<file path="src/hw/link_ctrl_defines.svh">
// Offsets, field positions, reset values and widths of the link control bank.
// Assumes a 32-bit word port with byte addresses on word boundaries.
`ifndef LINK_CTRL_DEFINES_SVH
`define LINK_CTRL_DEFINES_SVH

// Register byte addresses
`define OFS_CONTROL      8'h00
`define OFS_CREDIT       8'h04
`define OFS_RETRY_CFG    8'h08
`define OFS_SLIP         8'h0c
`define OFS_RETRY_TALLY  8'h10
`define OFS_FLIP_TALLY   8'h14
`define OFS_TALLY_CLEAR  8'h18
`define OFS_STATUS       8'h1c
`define OFS_RSP_LO       8'h20
`define OFS_RSP_HI       8'h24
`define OFS_IRQ_STATUS   8'h28
`define OFS_IRQ_MASK     8'h2c

// Control register bit positions
`define BIT_MEM_RESET    0
`define BIT_SLEEP_REQ    1
`define BIT_SCR_BYPASS   2
`define BIT_LIMITER_OFF  3

// Retry configuration field positions
`define POS_RX_THRESH    0
`define POS_TX_COUNT     8
`define POS_CUBE_ID      16

// Status register field positions
`define BIT_SLEEP_MODE   0
`define POS_MARKER_CNT   8

// Field widths
`define W_CREDIT         10
`define W_MARKER         5
`define W_SLIP           8
`define W_CUBE           3
`define W_IRQ            4

// Reset values
`define RST_MEM_RESET    1'h1
`define RST_SLEEP_REQ    1'h1
`define RST_SCR_BYPASS   1'h1
`define RST_LIMITER_OFF  1'h1
`define RST_CREDIT       10'h0ff
`define RST_RX_THRESH    5'h10
`define RST_TX_COUNT     5'h14
`define RST_SLIP         8'h30
`define RST_CUBE_ID      3'h0

// Interrupt bit positions
`define IRQ_RETRY        0
`define IRQ_FLIP         1
`define IRQ_THRESH       2
`define IRQ_ERR_RSP      3

`endif

</file>
<file path="src/hw/link_ctrl_pkg.sv">
// Types shared by the link control bank.
// Assumes the defines header supplies all numbers.
package link_ctrl_pkg;

	// Register port address and data
	typedef logic [7:0]  addr_t;
	typedef logic [31:0] word_t;

	// Decoded register selection
	typedef enum logic [3:0] {
		sel_none        = 4'h0,
		sel_control     = 4'h1,
		sel_credit      = 4'h2,
		sel_retry_cfg   = 4'h3,
		sel_slip        = 4'h4,
		sel_retry_tally = 4'h5,
		sel_flip_tally  = 4'h6,
		sel_tally_clear = 4'h7,
		sel_status      = 4'h8,
		sel_rsp_lo      = 4'h9,
		sel_rsp_hi      = 4'ha,
		sel_irq_status  = 4'hb,
		sel_irq_mask    = 4'hc
	} reg_sel_t;

endpackage

</file>
<file path="src/hw/link_ctrl_regs.sv">
// Control fields and event counters of a serial memory link controller.
// Assumes every event input comes from logic on ref_clk_i and is a
// one-cycle pulse; the register port master never needs a wait.
`include "link_ctrl_defines.svh"

module link_ctrl_regs #(
	// Receive buffer tokens at build time
	parameter logic [`W_CREDIT-1:0] receive_credit_parameter = `RST_CREDIT
) (
	input  wire logic                   ref_clk_i,
	input  wire logic                   nrst_i,
	// Register port
	input  wire link_ctrl_pkg::addr_t   addr_i,
	input  wire link_ctrl_pkg::word_t   wr_data_i,
	input  wire logic                   wr_i,
	input  wire logic                   rd_i,
	output link_ctrl_pkg::word_t        rd_data_o,
	// Events from link logic
	input  wire logic                   retry_done_i,
	input  wire logic                   bit_flip_i,
	input  wire logic                   marker_rx_i,
	input  wire logic                   marker_rx_clear_i,
	input  wire logic                   rsp_rcvd_i,
	input  wire logic                   rsp_error_i,
	input  wire logic                   sleep_mode_i,
	// Control fields toward link logic
	output logic                        mem_reset_n_o,
	output logic                        sleep_req_o,
	output logic                        scramble_bypass_o,
	output logic                        limiter_off_o,
	output logic [`W_CREDIT-1:0]        receive_credit_size_o,
	output logic [`W_MARKER-1:0]        retry_marker_rx_threshold_o,
	output logic [`W_MARKER-1:0]        retry_marker_tx_count_o,
	output logic [`W_SLIP-1:0]          slip_pulse_interval_o,
	output logic [`W_CUBE-1:0]          lead_cube_identifier_o,
	output logic                        retry_action_o,
	output logic                        irq_o
);

	// Address decode, used by both write and read paths
	function automatic link_ctrl_pkg::reg_sel_t decode(
		input link_ctrl_pkg::addr_t a
	);
		case (a)
			`OFS_CONTROL:     decode = link_ctrl_pkg::sel_control;
			`OFS_CREDIT:      decode = link_ctrl_pkg::sel_credit;
			`OFS_RETRY_CFG:   decode = link_ctrl_pkg::sel_retry_cfg;
			`OFS_SLIP:        decode = link_ctrl_pkg::sel_slip;
			`OFS_RETRY_TALLY: decode = link_ctrl_pkg::sel_retry_tally;
			`OFS_FLIP_TALLY:  decode = link_ctrl_pkg::sel_flip_tally;
			`OFS_TALLY_CLEAR: decode = link_ctrl_pkg::sel_tally_clear;
			`OFS_STATUS:      decode = link_ctrl_pkg::sel_status;
			`OFS_RSP_LO:      decode = link_ctrl_pkg::sel_rsp_lo;
			`OFS_RSP_HI:      decode = link_ctrl_pkg::sel_rsp_hi;
			`OFS_IRQ_STATUS:  decode = link_ctrl_pkg::sel_irq_status;
			`OFS_IRQ_MASK:    decode = link_ctrl_pkg::sel_irq_mask;
			// Unmapped addresses select nothing
			default:          decode = link_ctrl_pkg::sel_none;
		endcase
	endfunction

	link_ctrl_pkg::reg_sel_t wr_sel;        // Write target
	link_ctrl_pkg::reg_sel_t rd_sel;        // Read target

	// Control fields
	logic                 mem_reset_n_q;    // Memory reset, active low
	logic                 sleep_req_q;      // Sleep request
	logic                 scr_bypass_q;     // Scrambler bypass
	logic                 limiter_off_q;    // Limiter switched off
	logic [`W_CREDIT-1:0] credit_q;         // Receive credit size
	logic [`W_MARKER-1:0] rx_thresh_q;      // Marker receive threshold
	logic [`W_MARKER-1:0] tx_count_q;       // Markers to send
	logic [`W_SLIP-1:0]   slip_q;           // Slip pulse interval
	logic [`W_CUBE-1:0]   cube_q;           // Lead cube identifier

	// Counters
	logic [31:0]          retry_tally_q;    // Link retries seen
	logic [31:0]          flip_tally_q;     // Forced bit flips seen
	logic                 tally_clear_q;    // Pending counter clear
	logic [`W_MARKER-1:0] marker_cnt_q;     // Received marker count
	logic [63:0]          rsp_tally_q;      // Good responses received

	// Interrupt state
	logic [`W_IRQ-1:0]    irq_event;        // Raw events this cycle
	logic [`W_IRQ-1:0]    irq_status_q;     // Sticky event bits
	logic [`W_IRQ-1:0]    irq_mask_q;       // Interrupt enables
	logic                 irq_rd_clear;     // Status read this cycle

	link_ctrl_pkg::word_t rd_data_q;        // Registered read data

	// Decode both strobes
	always_comb begin
		// No strobe, no selection
		wr_sel = wr_i ? decode(addr_i) : link_ctrl_pkg::sel_none;
		rd_sel = rd_i ? decode(addr_i) : link_ctrl_pkg::sel_none;
	end

	// Control register: four single-bit fields
	always_ff @(posedge ref_clk_i) begin
		if (!nrst_i) begin
			// Memory released, test bits set
			mem_reset_n_q <= `RST_MEM_RESET;
			sleep_req_q   <= `RST_SLEEP_REQ;
			scr_bypass_q  <= `RST_SCR_BYPASS;
			limiter_off_q <= `RST_LIMITER_OFF;
		end else if (wr_sel == link_ctrl_pkg::sel_control) begin
			// Software write lands on this edge
			mem_reset_n_q <= wr_data_i[`BIT_MEM_RESET];
			sleep_req_q   <= wr_data_i[`BIT_SLEEP_REQ];
			scr_bypass_q  <= wr_data_i[`BIT_SCR_BYPASS];
			limiter_off_q <= wr_data_i[`BIT_LIMITER_OFF];
		end
	end

	// Receive credit size
	always_ff @(posedge ref_clk_i) begin
		if (!nrst_i) begin
			// Build-time token count
			credit_q <= receive_credit_parameter;
		end else if (wr_sel == link_ctrl_pkg::sel_credit) begin
			// Upper write bits ignored
			credit_q <= wr_data_i[`W_CREDIT-1:0];
		end
	end

	// Retry marker configuration and cube identifier
	always_ff @(posedge ref_clk_i) begin
		if (!nrst_i) begin
			// Marker counts and cube at defaults
			rx_thresh_q <= `RST_RX_THRESH;
			tx_count_q  <= `RST_TX_COUNT;
			cube_q      <= `RST_CUBE_ID;
		end else if (wr_sel == link_ctrl_pkg::sel_retry_cfg) begin
			// Five-bit marker fields
			rx_thresh_q <= wr_data_i[`POS_RX_THRESH +: `W_MARKER];
			tx_count_q  <= wr_data_i[`POS_TX_COUNT +: `W_MARKER];
			cube_q      <= wr_data_i[`POS_CUBE_ID +: `W_CUBE];
		end
	end

	// Bit slip pulse interval
	always_ff @(posedge ref_clk_i) begin
		if (!nrst_i) begin
			// Default pacing
			slip_q <= `RST_SLIP;
		end else if (wr_sel == link_ctrl_pkg::sel_slip) begin
			// Upper write bits ignored
			slip_q <= wr_data_i[`W_SLIP-1:0];
		end
	end

	// Self-clearing counter clear field
	always_ff @(posedge ref_clk_i) begin
		if (!nrst_i) begin
			tally_clear_q <= 1'h0;
		end else if (wr_sel == link_ctrl_pkg::sel_tally_clear) begin
			// Software arms the clear
			tally_clear_q <= wr_data_i[0];
		end else begin
			// Drops on the edge that clears
			tally_clear_q <= 1'h0;
		end
	end

	// Link retry counter
	always_ff @(posedge ref_clk_i) begin
		if (!nrst_i) begin
			retry_tally_q <= 32'h0;
		end else if (tally_clear_q) begin
			// Clear beats a coincident event
			retry_tally_q <= 32'h0;
		end else if (retry_done_i) begin
			// One per retry, wraps at the top
			retry_tally_q <= retry_tally_q + 32'h1;
		end
	end

	// Forced bit flip counter
	always_ff @(posedge ref_clk_i) begin
		if (!nrst_i) begin
			flip_tally_q <= 32'h0;
		end else if (tally_clear_q) begin
			// Clear beats a coincident event
			flip_tally_q <= 32'h0;
		end else if (bit_flip_i) begin
			// One per forced flip
			flip_tally_q <= flip_tally_q + 32'h1;
		end
	end

	// Received marker counter, saturates at 31
	always_ff @(posedge ref_clk_i) begin
		if (!nrst_i) begin
			marker_cnt_q <= 5'h0;
		end else if (marker_rx_clear_i) begin
			// Link logic restarts the count
			marker_cnt_q <= 5'h0;
		end else if (marker_rx_i && (marker_cnt_q != 5'h1f)) begin
			// Holds at 31, never wraps
			marker_cnt_q <= marker_cnt_q + 5'h1;
		end
	end

	// Threshold reached: retry action may proceed
	always_comb begin
		// Level, follows count and threshold
		retry_action_o = (marker_cnt_q >= rx_thresh_q);
	end

	// Received response counter
	always_ff @(posedge ref_clk_i) begin
		if (!nrst_i) begin
			// Count starts empty
			rsp_tally_q <= 64'h0;
		end else if (rsp_rcvd_i && !rsp_error_i) begin
			// Error responses are skipped
			rsp_tally_q <= rsp_tally_q + 64'h1;
		end
	end

	// Events that raise interrupt status
	always_comb begin
		irq_event               = '0;
		irq_event[`IRQ_RETRY]   = retry_done_i;
		irq_event[`IRQ_FLIP]    = bit_flip_i;
		// Marker that brings the count to threshold
		irq_event[`IRQ_THRESH]  = marker_rx_i &&
			((marker_cnt_q + 5'h1) == rx_thresh_q);
		// Error responses only
		irq_event[`IRQ_ERR_RSP] = rsp_rcvd_i && rsp_error_i;
		// A status read clears it
		irq_rd_clear = (rd_sel == link_ctrl_pkg::sel_irq_status);
	end

	// Sticky status bits; a new event beats the read clear
	generate
		for (genvar i = 0; i < `W_IRQ; i++) begin : g_irq
			always_ff @(posedge ref_clk_i) begin
				if (!nrst_i) begin
					irq_status_q[i] <= 1'h0;
				end else if (irq_event[i]) begin
					// Set wins
					irq_status_q[i] <= 1'h1;
				end else if (irq_rd_clear) begin
					// Cleared by reading
					irq_status_q[i] <= 1'h0;
				end
			end
		end
	endgenerate

	// Interrupt mask register
	always_ff @(posedge ref_clk_i) begin
		if (!nrst_i) begin
			// All sources masked after reset
			irq_mask_q <= '0;
		end else if (wr_sel == link_ctrl_pkg::sel_irq_mask) begin
			irq_mask_q <= wr_data_i[`W_IRQ-1:0];
		end
	end

	// Level interrupt
	always_comb begin
		// High while an unmasked bit is set
		irq_o = |(irq_status_q & irq_mask_q);
	end

	// Read data, valid the cycle after the strobe only
	always_ff @(posedge ref_clk_i) begin
		if (!nrst_i) begin
			rd_data_q <= '0;
		end else begin
			rd_data_q <= '0;
			case (rd_sel)
				// Control bits at their positions
				link_ctrl_pkg::sel_control: begin
					rd_data_q[`BIT_MEM_RESET]   <= mem_reset_n_q;
					rd_data_q[`BIT_SLEEP_REQ]   <= sleep_req_q;
					rd_data_q[`BIT_SCR_BYPASS]  <= scr_bypass_q;
					rd_data_q[`BIT_LIMITER_OFF] <= limiter_off_q;
				end
				// Credit in the low bits
				link_ctrl_pkg::sel_credit: begin
					rd_data_q[`W_CREDIT-1:0] <= credit_q;
				end
				// Threshold, count and cube fields
				link_ctrl_pkg::sel_retry_cfg: begin
					rd_data_q[`POS_RX_THRESH +: `W_MARKER] <= rx_thresh_q;
					rd_data_q[`POS_TX_COUNT +: `W_MARKER]  <= tx_count_q;
					rd_data_q[`POS_CUBE_ID +: `W_CUBE]     <= cube_q;
				end
				// Pacing in the low byte
				link_ctrl_pkg::sel_slip: begin
					rd_data_q[`W_SLIP-1:0] <= slip_q;
				end
				// Live count, no snapshot
				link_ctrl_pkg::sel_retry_tally: begin
					rd_data_q <= retry_tally_q;
				end
				// Live count, no snapshot
				link_ctrl_pkg::sel_flip_tally: begin
					rd_data_q <= flip_tally_q;
				end
				// High only while a clear is pending
				link_ctrl_pkg::sel_tally_clear: begin
					rd_data_q[0] <= tally_clear_q;
				end
				link_ctrl_pkg::sel_status: begin
					// Sleep state as reported by link
					rd_data_q[`BIT_SLEEP_MODE] <= sleep_mode_i;
					rd_data_q[`POS_MARKER_CNT +: `W_MARKER] <= marker_cnt_q;
				end
				// Low half; read hi, lo, hi over a carry
				link_ctrl_pkg::sel_rsp_lo: begin
					rd_data_q <= rsp_tally_q[31:0];
				end
				// High half
				link_ctrl_pkg::sel_rsp_hi: begin
					rd_data_q <= rsp_tally_q[63:32];
				end
				// Value from before the read clear
				link_ctrl_pkg::sel_irq_status: begin
					rd_data_q[`W_IRQ-1:0] <= irq_status_q;
				end
				// Enables as written
				link_ctrl_pkg::sel_irq_mask: begin
					rd_data_q[`W_IRQ-1:0] <= irq_mask_q;
				end
				default: begin
					// Unmapped or no read: zero
					rd_data_q <= '0;
				end
			endcase
		end
	end

	// Outputs from flip-flops
	always_comb begin
		// Zero outside the cycle after a read
		rd_data_o                   = rd_data_q;
		mem_reset_n_o               = mem_reset_n_q;
		sleep_req_o                 = sleep_req_q;
		scramble_bypass_o           = scr_bypass_q;
		limiter_off_o               = limiter_off_q;
		receive_credit_size_o       = credit_q;
		retry_marker_rx_threshold_o = rx_thresh_q;
		retry_marker_tx_count_o     = tx_count_q;
		slip_pulse_interval_o       = slip_q;
		lead_cube_identifier_o      = cube_q;
	end

endmodule

</file>
<file path="config.mk">
export PLATFORM = sky130hd
export DESIGN_NAME = link_ctrl_regs
export DESIGN_NICKNAME = d
export VERILOG_FILES = /design/src/hw/link_ctrl_pkg.sv /design/src/hw/link_ctrl_regs.sv
export VERILOG_INCLUDE_DIRS = /design/src /design/src/hw
export SDC_FILE = /design/constraint.sdc
export NUM_CORES = 1
export LEC_CHECK = 0
export BUFFER_PORTS_ARGS = -buffer_cell sky130_fd_sc_hd__buf_2
export CAP_MARGIN = 40
export CORE_ASPECT_RATIO = 0.8
export CORE_MARGIN = 4
export CORE_UTILIZATION = 50
export DETAILED_ROUTE_END_ITERATION = 10
export PLACE_DENSITY = 0.74
export SLEW_MARGIN = 20
export SYNTH_ARGS = -nofsm -noshare
export SYNTH_HDL_FRONTEND = slang
export SYNTH_SLANG_ARGS = --single-unit
</file>
<file path="constraint.sdc">
create_clock -name ref_clk_i -period 1.9 [get_ports ref_clk_i]
set_input_delay 0.095 -clock ref_clk_i [delete_from_list [all_inputs] [get_ports ref_clk_i]]
set_output_delay 0.095 -clock ref_clk_i [all_outputs]
set_load 0.01 [all_outputs]
</file>
# Word level (Yosys, flattened, before mapping)
# Cells that the tools add are included.
[word_totals] register_bits=209
[classes] add_sub_neg=4 n_bitwise=2 n_reduce_logical=14 eq_ne=31 mux=17 n_lt_le_gt_ge=1
[op_table] operator="32-bit by 1-bit adder with 32-bit output (second input constant)" n=2
[op_table] operator="64-bit by 1-bit adder with 64-bit output (second input constant)" n=1
[op_table] operator="13-bit one-hot mux with 4 select lines" n=1
[op_table] operator="4-bit one-hot mux with 12 select lines" n=1
[op_table] operator="3-bit one-hot mux with 6 select lines" n=2
[op_table] operator="8-bit by 5-bit equality test with 1-bit output (second input constant)" n=4
[op_table] operator="8-bit by 6-bit equality test with 1-bit output (second input constant)" n=4
[op_table] operator="3-bit one-hot mux with 10 select lines" n=1
[op_table] operator="4-bit by 3-bit equality test with 1-bit output (second input constant)" n=6
[op_table] operator="4-bit equality test (second input constant)" n=6
[op_table] operator="4-bit by 2-bit equality test with 1-bit output (second input constant)" n=4
[op_table] operator="8-bit by 4-bit equality test with 1-bit output (second input constant)" n=2
[op_table] operator="3-bit one-hot mux with 5 select lines" n=1
[op_table] operator="2-bit one-hot mux with 7 select lines" n=1
[op_table] operator="1-bit one-hot mux with 12 select lines" n=1
[op_table] operator="3-bit one-hot mux with 4 select lines" n=1
[op_table] operator="4-bit by 1-bit equality test with 1-bit output (second input constant)" n=2
[op_table] operator="8-bit by 3-bit equality test with 1-bit output (second input constant)" n=1
[op_table] operator="8-bit logical NOT" n=1
[op_table] operator="4-bit 2-to-1 mux" n=2
[op_table] operator="2-bit nonzero test" n=4
[op_table] operator="1-bit one-hot mux with 7 select lines" n=1
[op_table] operator="5-bit by 1-bit adder with 5-bit output (second input constant)" n=1
[op_table] operator="5-bit equality test" n=1
[op_table] operator="other kinds (10)" n=18

# Logic depth before layout (Yosys ltp)
# Gate-level depths: netlist (run 1).
[logic_depth] depth_word=6 ltp_mapped=9 ltp_nobuf=7

# Worst setup path after synthesis (run 1)
# Ideal clock, no wire load.
[synth_timing] kind="register -> register" startpoint="register rsp_tally_q[47]" endpoint="register rsp_tally_q[63]" n_path_buf=0 path_stages_with_launch=6 arrival_ns=1.951 period_less_slack_ns=2.021 setup_slack_ns=-0.121 setup_ns=0.071 cell_sequence="dfxtp_1 > nand4_2 > or4_4 > or3_1 > or4_1 > a21oi_1"
[synth_between] elab_chain_cells=1
[synth_lines] element="start: declaration" line_no="link_ctrl_regs.sv:81" source="logic [63:0] rsp_tally_q;"
[synth_lines] element="start signal: assignment" line_no="link_ctrl_regs.sv:217" source="rsp_tally_q <= rsp_tally_q + 64'h1;"
[synth_lines] element="64-bit by 1-bit adder with 64-bit output" line_no="link_ctrl_regs.sv:217"
# No other way between the ends.
# A chain may end at the register's enable or synchronous reset.

# Final worst setup path (run 1)
[layout_timing] startpoint="register marker_cnt_q[0]" endpoint="output retry_action_o"
[layout_between] elab_chain_cells=1
[layout_lines] element="start: declaration" line_no="link_ctrl_regs.sv:80" source="logic [`W_MARKER-1:0] marker_cnt_q;"
[layout_lines] element="start signal: assignment" line_no="link_ctrl_regs.sv:200" source="marker_cnt_q <= marker_cnt_q + 5'h1;"
[layout_lines] element="5-bit greater-or-equal comparator" line_no="link_ctrl_regs.sv:207" source="retry_action_o = (marker_cnt_q >= rx_thresh_q);"
[layout_lines] element="end: declaration" line_no="link_ctrl_regs.sv:36" source="output logic retry_action_o,"
# No other way between the ends.

==> results of run 1 <==
## through the flow
stage	instance area, sq um	power (W)	hold WS [ns]	cells	setup WS (ns)
5_1_grt	13900	0.00964	0.105	1754	-0.225
6_report	13900	0.00941	0.0740	1754	-0.180
3_5_place_dp	12000	0.00489	0.310	1659	-0.0985
2_1_floorplan	10200	0.00473	0.219	1205	-0.0253
3_3_place_gp	12000	0.00489	0.309	1659	-0.0483
4_1_cts	13300	0.00940	0.0775	1730	-0.139
## layout by cell type (no fill, tap or decap), drive strengths merged, types with 26 or more instances in the layout
master       instances
a21oi               75
a22oi               65
buf                290
clkbuf              35
dfxtp              209
dlygate4sd3         26
mux2i               30
nand2              111
nand3               73
nand4               42
nor2               138
nor3                29
or4                 26
xnor2               43
xor2                53
## critical path, stage by stage (launching register included)
cell      delay, ns
dfxtp_2        0.35
inv_2          0.05
ha_4           0.21
nand2b_4       0.13
a21o_1         0.16
a21o_1         0.15
a21o_1         0.14
a21o_1         0.15
buf_2          0.13
## timing repair
action | CTS | global route
resized for setup | 36 | 80
hold buffers | 26 | 0
setup endpoints to repair | 32 | 46
endpoints found under the hold margin | 55 | 0
setup buffers | 8 | 19
cloned | 0 | 5
pin swaps | 16 | 39
## cells by family (layout without fill, tap and decap cells)
family	Yosys count	in the layout	synth area share (%)
AOI/OAI and AO/OA	230	230	15.2
muxes	32	32	3.19
DFF	209	209	41.3
buffers and inverters	95	379	3.71
and+or+nand+nor	533	534	27.1
xor gates and xnor gates	96	96	8.30
adders and majority gates	10	10	1.24
## layer usage
layer | GRT usage [%] | vias to the layer above
met4 | 8.36 | 2
met1 | 39.0 | 5051
met2 | 43.1 | 683
met3 | 7.99 | 147
met5 | 0 | -
li1 | - | 4932
## layout make-up
cell class | instances | area, sq um | share of cell area [%]
clock buffers | 32 | 638 | 4.60
clock inverters | 5 | 111 | 0.804
flip-flops and latches | 209 | 4220 | 30.4
multi-input cells | 902 | 6070 | 43.8
well taps | 264 | 330 | 2.38
inverters | 23 | 86.3 | 0.623
repair buffers | 319 | 2400 | 17.4
## registers in the layout (all words and copies together) (netlist names), 3 cells and up
register / cells
rsp_tally_q: 64
flip_tally_q: 32
rd_data_o: 32
retry_tally_q: 32
receive_credit_size_o: 10
slip_pulse_interval_o: 8
marker_cnt_q: 5
retry_marker_rx_threshold_o: 5
retry_marker_tx_count_o: 5
irq_mask_q: 4
irq_status_q: 4
lead_cube_identifier_o: 3
## power by group
group          internal, W  switching [W]
clock              0.00273        0.00182
combinational     0.000178       0.000269
sequential         0.00440      0.0000234
## path summary, 6_finish.rpt
path	depth (start not counted)	endpoint	slack, ns
setup / recovery	8	retry_action_o	-0.18
hold / removal	4	rd_data_o[0]	0.07
setup reg to reg	8	rsp_tally_q[50]	-0.17
hold reg to reg	2	receive_credit_size_o[1]	0.49
==> out/results.ini, run 1 <==
[status]
run_status=finished with violations
violations=negative setup slack

[power]
p_leak_nw=5.36
p_per_area_nw_per_um2=679
peakVddDrop_mv=0.554

[floorplan]
core-area_sq_um=19900
ios=120
row_count=46
start_util_pct=51.0
die_area_sq_um=22600
die_h_microns=135
fp.dieW_microns=167

[clock_network]
cts-root-buf=clkbuf_16
clk_latency_ns=0.52
clkTransAtPathRegs_ns=0.06
cts_sinks=209
numCtsBuffers=22
cts.htree.levels=1
clockBufferDepth=3
cts_tree=built

[logic_synthesis]
yosys-top-cells-count=209 x dfxtp_1, 138 x nor2_1, 111 x nand2_1
synth_most_common_cell=dfxtp_1
synthDominantCellAreaShare_pct=41.3
async_reset_ff_share_pct=0
ys_seq_elements=209
netlist_top_cells_area=dfxtp_1 41%, nor2_1 5.1%, a22oi_1 4.8%
synth_fp_nets=1266
synth_edf_count=0
synth-seq-area-share_pct=41.3
syn-cell-area_sq_um=10100
yosys_warnings=0
syn_inst=1205
synth_top_area_cell=dfxtp_1
synth.distinct_cells=61
syn_area_per_cell_sq_um=8.40
synth-main-ff-cell=dfxtp_1

[global_routing]
grt_usage_pct=28.2
grt_max_degree=95
grt_first_pass_wirelength_microns=52400
overflow=0
antenna_found_initial=1
grt_pass1_vias=9774

[drt]
drt_iter0_markers=1551
routed.top_layer=met5
num_vias=10800
drc=0
ant_nets=0
dr_wl_met3_microns=4250
viasPerCell=6.17
wl_per_cell_microns=20.1
routed_wl_microns=35200
wl_met1_microns=14300
drtPass1Iterations=6
dr_wl_met2_microns=15400

[setup_path]
cp-start-kind=register
crit_arrival_ns=1.99
crit_required_ns=1.80
timing.rr.start=rsp_tally_q[0]
crit_start=marker_cnt_q[0]
critical_path_class=register to output port
end_kind=output port
crit_fanout=2

[sta]
max_freq_mhz=481
finalSetupTns_ns=-1.99
finalMaxSlewViolations=0
worstMarginPinSlew_ns=0.753
setup_viol=34
relSlewSlack_pct=49.7
min_period_ns=2.08
finClkSkew_ns=0.0177
finalCritPeriodShare_pct=109
rsz0062_at_grt=true
setup_slack_ns=-0.180
hold_viol=0

[placement]
dp_hpwl_microns=23000
port_buffers=103
place.gp.congestion=0.957

[hold_path]
min_from=sleep_mode_i
hold_path_class=input pin to register

[layout]
antenna-diode-count=0
final_layout_size_suffix_gt1_share_pct=29.6
finish.utilization_pct=69.8
n_fill_cell=1470
nets=1538
area_growth_pct=36.8

[job]
drv_cap=0

Power figures use the tool's default switching activity.
==> run 2: changes to the inputs <==
- ABC_AREA: not set -> 1
- PLACE_DENSITY: 0.74 -> 0.73
==> out/results.ini, run 2 <==
[global_routing]
overflow=0
grt_usage_pct=32.6
grt_max_degree=69
grt_first_pass_wirelength_microns=63400
antenna_found_initial=0
grt_pass1_vias=11500

[placement]
port_buffers=103
dpl_worst_slack_ns=-0.0491
place.gp.congestion=1.00
dpl.cell_count=2162
placed_area_sq_um=12900
dp_hpwl_microns=31500

[floorplan]
fp.dieW_microns=173
start_util_pct=50.8
ios=120
die_h_microns=140
row_count=48
core-area_sq_um=21500
die_area_sq_um=24300

[setup_path]
crit_arrival_ns=1.79
cp-start-kind=register
crit_required_ns=1.80
critical_path_class=register to output port
end_kind=output port
reg2reg_slack_ns=0.03
crit_fanout=3

[drt]
routed.top_layer=met4
drtPass1Iterations=6
drt_iter0_markers=1413
drc=0
viasPerCell=5.55
dr_wl_met3_microns=5010
routed_wl_microns=41000
dr_wl_met2_microns=16900
wl_per_cell_microns=18.4
num_vias=12400
ant_nets=0
wl_met1_microns=18300

[clock_network]
cts-root-buf=clkbuf_16
numCtsBuffers=23
clk_latency_ns=0.52
clockBufferDepth=3
clkTransAtPathRegs_ns=0.06
cts_tree=built
cts_sinks=209
cts.htree.levels=1

[logic_synthesis]
synth_most_common_cell=nand2_1
ys_seq_elements=209
synth-main-ff-cell=dfxtp_1
syn-cell-area_sq_um=10900
synth-seq-area-share_pct=38.3
yosys-top-cells-count=347 x nand2_1, 277 x nor2_1, 213 x inv_1
syn_inst=1666
syn_area_per_cell_sq_um=6.56
synth.distinct_cells=45
synth_edf_count=0
yosys_warnings=0
synth_top_area_cell=dfxtp_1
netlist_top_cells_area=dfxtp_1 38%, nand2_1 12%, nor2_1 9.5%
synthDominantCellAreaShare_pct=38.3
async_reset_ff_share_pct=0
synth_fp_nets=1727

[layout]
nets=2002
final_layout_size_suffix_gt1_share_pct=21.7
fin_area_sq_um=14300
n_fill_cell=1952
antenna-diode-count=0
regMostFlops=rsp_tally_q
final_common_cell=nand2_1
layout_common_cells=339 x nand2_1, 253 x nor2_1, 209 x inv_1, 187 x dfxtp_1, 150 x buf_4
stdcell_count=2232
largest_reg_flops=64
finish.utilization_pct=66.6
area_growth_pct=31.2

[sta]
finClkSkew_ns=0.0115
rsz0062_at_grt=true
setup_viol=0
min_period_ns=1.89
finalMaxSlewViolations=0
finalCritPeriodShare_pct=99.3
hold_viol=0
relSlewSlack_pct=64.1
setup_slack_ns=0.0135
worstMarginPinSlew_ns=0.533
max_freq_mhz=530

[power]
p_per_area_nw_per_um2=693
p_leak_nw=6.00
peakVddDrop_mv=0.653

[hold_path]
hold_path_class=input pin to register

[job]
drv_cap=0

[status]
run_status=finished clean

## run 2: power breakdown
part / switching (W) / leakage [nW] / total, W / internal, W
Combinational: 0.000278 / 3.89 / 0.000462 / 0.000184
Clock: 0.00196 / 0.407 / 0.00502 / 0.00306
Sequential: 0.0000343 / 1.70 / 0.00444 / 0.00441
## run 2: per-stage QoR
| step | setup TNS, ns | hold slack (ns) | power (W) |
|---|---|---|---|
| after floorplan | 0 | 0.208 | 0.00473 |
| after global placement | -0.0674 | 0.306 | 0.00492 |
| after detailed placement | -0.108 | 0.311 | 0.00493 |
| after CTS | -0.0356 | 0.0179 | 0.00995 |
| after global routing | -0.373 | 0.0816 | 0.0102 |
| final | 0 | 0.0505 | 0.00993 |
## run 2: logic make-up (layout without fill, tap and decap cells)
logic type,Yosys count,count (layout),synth area share [%]
adder cells (fa/ha/maj),10,10,1.15
XOR/XNOR,44,44,3.53
AO/OA/AOI/OAI,238,238,11.6
AND/OR/NAND/NOR,907,907,36.2
buffers and inverters,258,549,9.17
flip-flops,209,209,38.3
## run 2: final cells by class
cell class | count | area, sq um | area share (%)
clock buffer | 24 | 579 | 4.04
inverter | 222 | 837 | 5.84
clock inverter | 17 | 259 | 1.81
tap | 275 | 344 | 2.40
timing repair buffer | 286 | 2040 | 14.2
multi-input combinational | 1199 | 6060 | 42.3
sequential | 209 | 4220 | 29.4
## run 2: worst max-delay path, cell delays in order (launching register included)
cell and delay, ns:
dfxtp_4 0.36, inv_4 0.04, ha_4 0.26, inv_2 0.03, nand2_2 0.05, a21oi_2 0.05, o21bai_1 0.11, a21oi_1 0.08
o21bai_1 0.14, buf_2 0.16
## run 2: what timing repair did
action                                  4_1_cts  5_1_grt
endpoints found under the setup margin        9       55
endpoints found under the hold margin        50        0
buffers inserted                              3        2
hold buffers                                 24        0
resized for setup                            16       93
pin swaps                                     4       16
## run 2: final timing paths
path	startpoint	depth (start not counted)	end
setup reg to reg	rsp_tally_q[1]	11	rsp_tally_q[60]
hold / removal	rsp_error_i	5	rsp_tally_q[0]
setup / recovery	marker_cnt_q[0]	9	retry_action_o
hold reg to reg	retry_tally_q[31]	2	retry_tally_q[31]
## run 2: layer usage
metal | vias up | global-route usage, %
li1 | 5981 | -
met1 | 5697 | 48.8
met2 | 640 | 47.7
met3 | 77 | 8.18
met4 | 0 | 6.26
met5 | - | 0
==> run 3: changes to the inputs <==
- PLACE_DENSITY: 0.73 -> 0.71
- clock period: 1.9 -> 2.17 ns (I/O delays scaled with it)
==> out/results.ini, run 3 (synthesis results as in run 2) <==
[hold_path]
hold_end=flip_tally_q[0]
min_from=bit_flip_i
hold_path_class=input pin to register
holdPathStages=4

[clock_network]
clk_latency_ns=0.51
clockBufferDepth=3
cts.htree.levels=1
cts-root-buf=clkbuf_16
cts_sinks=209
clkTransAtPathRegs_ns=0.06
numCtsBuffers=23
cts_tree=built

[layout]
nets=1899
layout_common_cells=346 x nand2_1, 265 x nor2_1, 213 x inv_1, 206 x dfxtp_1, 124 x nand3_1
final_common_cell=nand2_1
area_growth_pct=20.7
antenna-diode-count=0
regMostFlops=rsp_tally_q
n_fill_cell=2051
final_layout_size_suffix_gt1_share_pct=13.8
largest_reg_flops=64

[power]
p_leak_nw=5.40
peakVddDrop_mv=0.572
pwr-share-seq_pct=45.7
switchingPower_w=0.00187
power.internal_w=0.00666
p_per_area_nw_per_um2=646
swShare_pct=21.9
total_power_w=0.00853
pwr-share-comb_pct=4.0
clockPowerShare_pct=50.4

[drt]
ant_nets=0
drc=0
num_vias=11900
wl_per_cell_microns=17.6
viasPerCell=5.59
drtPass1Iterations=6
drt_iter0_markers=1482
routed_wl_microns=37600

[setup_path]
reg2reg_slack_ns=0.16
timing.rr.start=retry_tally_q[6]
crit_fanout=4
crit_chain=inv_1, ha_1, a21oi_1, o21bai_1, a21oi_1, o21bai_1, buf_2
cp-start-kind=register
slowest_stage=dfxtp_1
worstReg2RegEnd=retry_tally_q[24]
crit_arrival_ns=1.95
crit_family=compound AO/OA/AOI/OAI gates
cp_slowest_stage_delay_ns=0.36
worst-path-buf-inv=2
r2r_cells=8
end_kind=output port
crit_required_ns=2.06
critical_path_class=register to output port

[sta]
setup_viol=0
relSlewSlack_pct=43.3
max_freq_mhz=485
worstMarginPinSlew_ns=0.850
finalSetupTns_ns=0
finClkSkew_ns=0.0101
min_period_ns=2.06
finalCritPeriodShare_pct=95.0
rsz0062_at_grt=false
finalMaxSlewViolations=0
hold_viol=0

[global_routing]
overflow=0
grt_pass1_vias=10800
antenna_found_initial=0
grt_usage_pct=30.0
grt_max_degree=70
grt_first_pass_wirelength_microns=59000

[floorplan]
row_count=48
fp.dieW_microns=173
core-area_sq_um=21500
start_util_pct=50.8
die_area_sq_um=24300
ios=120
die_h_microns=140

[placement]
place.gp.congestion=1.03
dp_hpwl_microns=29000
port_buffers=103

[job]
drv_cap=0

[status]
run_status=finished clean

run 3: power by group through the flow:
stage	clock [W]	sequential, W	combinational [W]
floorplan	0	0.00397	0.000169
global placement	0	0.00397	0.000291
detailed placement	0	0.00398	0.000300
CTS	0.00435	0.00389	0.000332
global route	0.00451	0.00389	0.000373
finish	0.00429	0.00389	0.000339
run 3: layer usage:
metal | part of all wire (%) | global-route usage [%] | wire (microns)
met3 | 10 | 5.91 | 3860
met4 | 2.6 | 7.14 | 968
met1 | 45 | 44.9 | 17000
met2 | 42 | 44.5 | 15700
met5 | 0 | 0 | 0
run 3: worst max path at each step:
stage                              startpoint               to  cells past startpoint
5_1_grt        retry_marker_rx_threshold_o[1]   retry_action_o                      7
6_report       retry_marker_rx_threshold_o[1]   retry_action_o                      7
4_1_cts                       marker_cnt_q[0]   retry_action_o                      9
3_5_place_dp                   rsp_tally_q[0]  rsp_tally_q[56]                     12
2_1_floorplan                  rsp_tally_q[1]  rsp_tally_q[54]                      9
3_3_place_gp                   rsp_tally_q[0]  rsp_tally_q[56]                     12
run 3: cell type report:
class	count	area, sq um	share of cell area, %
multi-input combinational	1199	5800	44.0
sequential	209	4190	31.8
timing repair buffer	183	1190	9.03
inverter	222	835	6.33
clock buffer	31	646	4.90
tap	275	344	2.61
clock inverter	10	180	1.37
run 3: tightest hold or removal path, cell delays in order:
cell	delay (ns)
buf_2	0.09
buf_4	0.16
xnor2_1	0.07
nor2_1	0.07
run 3: what timing repair did:
item	in CTS	in global routing
buffers inserted	0	2
setup endpoints to repair	0	20
hold buffers	22	0
hold endpoints to repair	48	0
gates resized for setup	0	22
run 3: metrics by stage:
| stage | util [%] | hold slack, ns | cell area, sq um | std cells | worst slack (ns) |
|---|---|---|---|---|---|
| floorplan | - | 0.222 | 10900 | 1666 | 0.379 |
| global placement | 56.0 | 0.309 | 12000 | 2063 | 0.163 |
| detailed placement | 56.1 | 0.315 | 12100 | 2064 | 0.104 |
| CTS | 61.0 | 0.0132 | 13100 | 2127 | 0.0327 |
| global route | 61.3 | 0.0456 | 13200 | 2129 | 0.000425 |
| finish | 61.3 | 0.0304 | 13200 | 2129 | 0.108 |
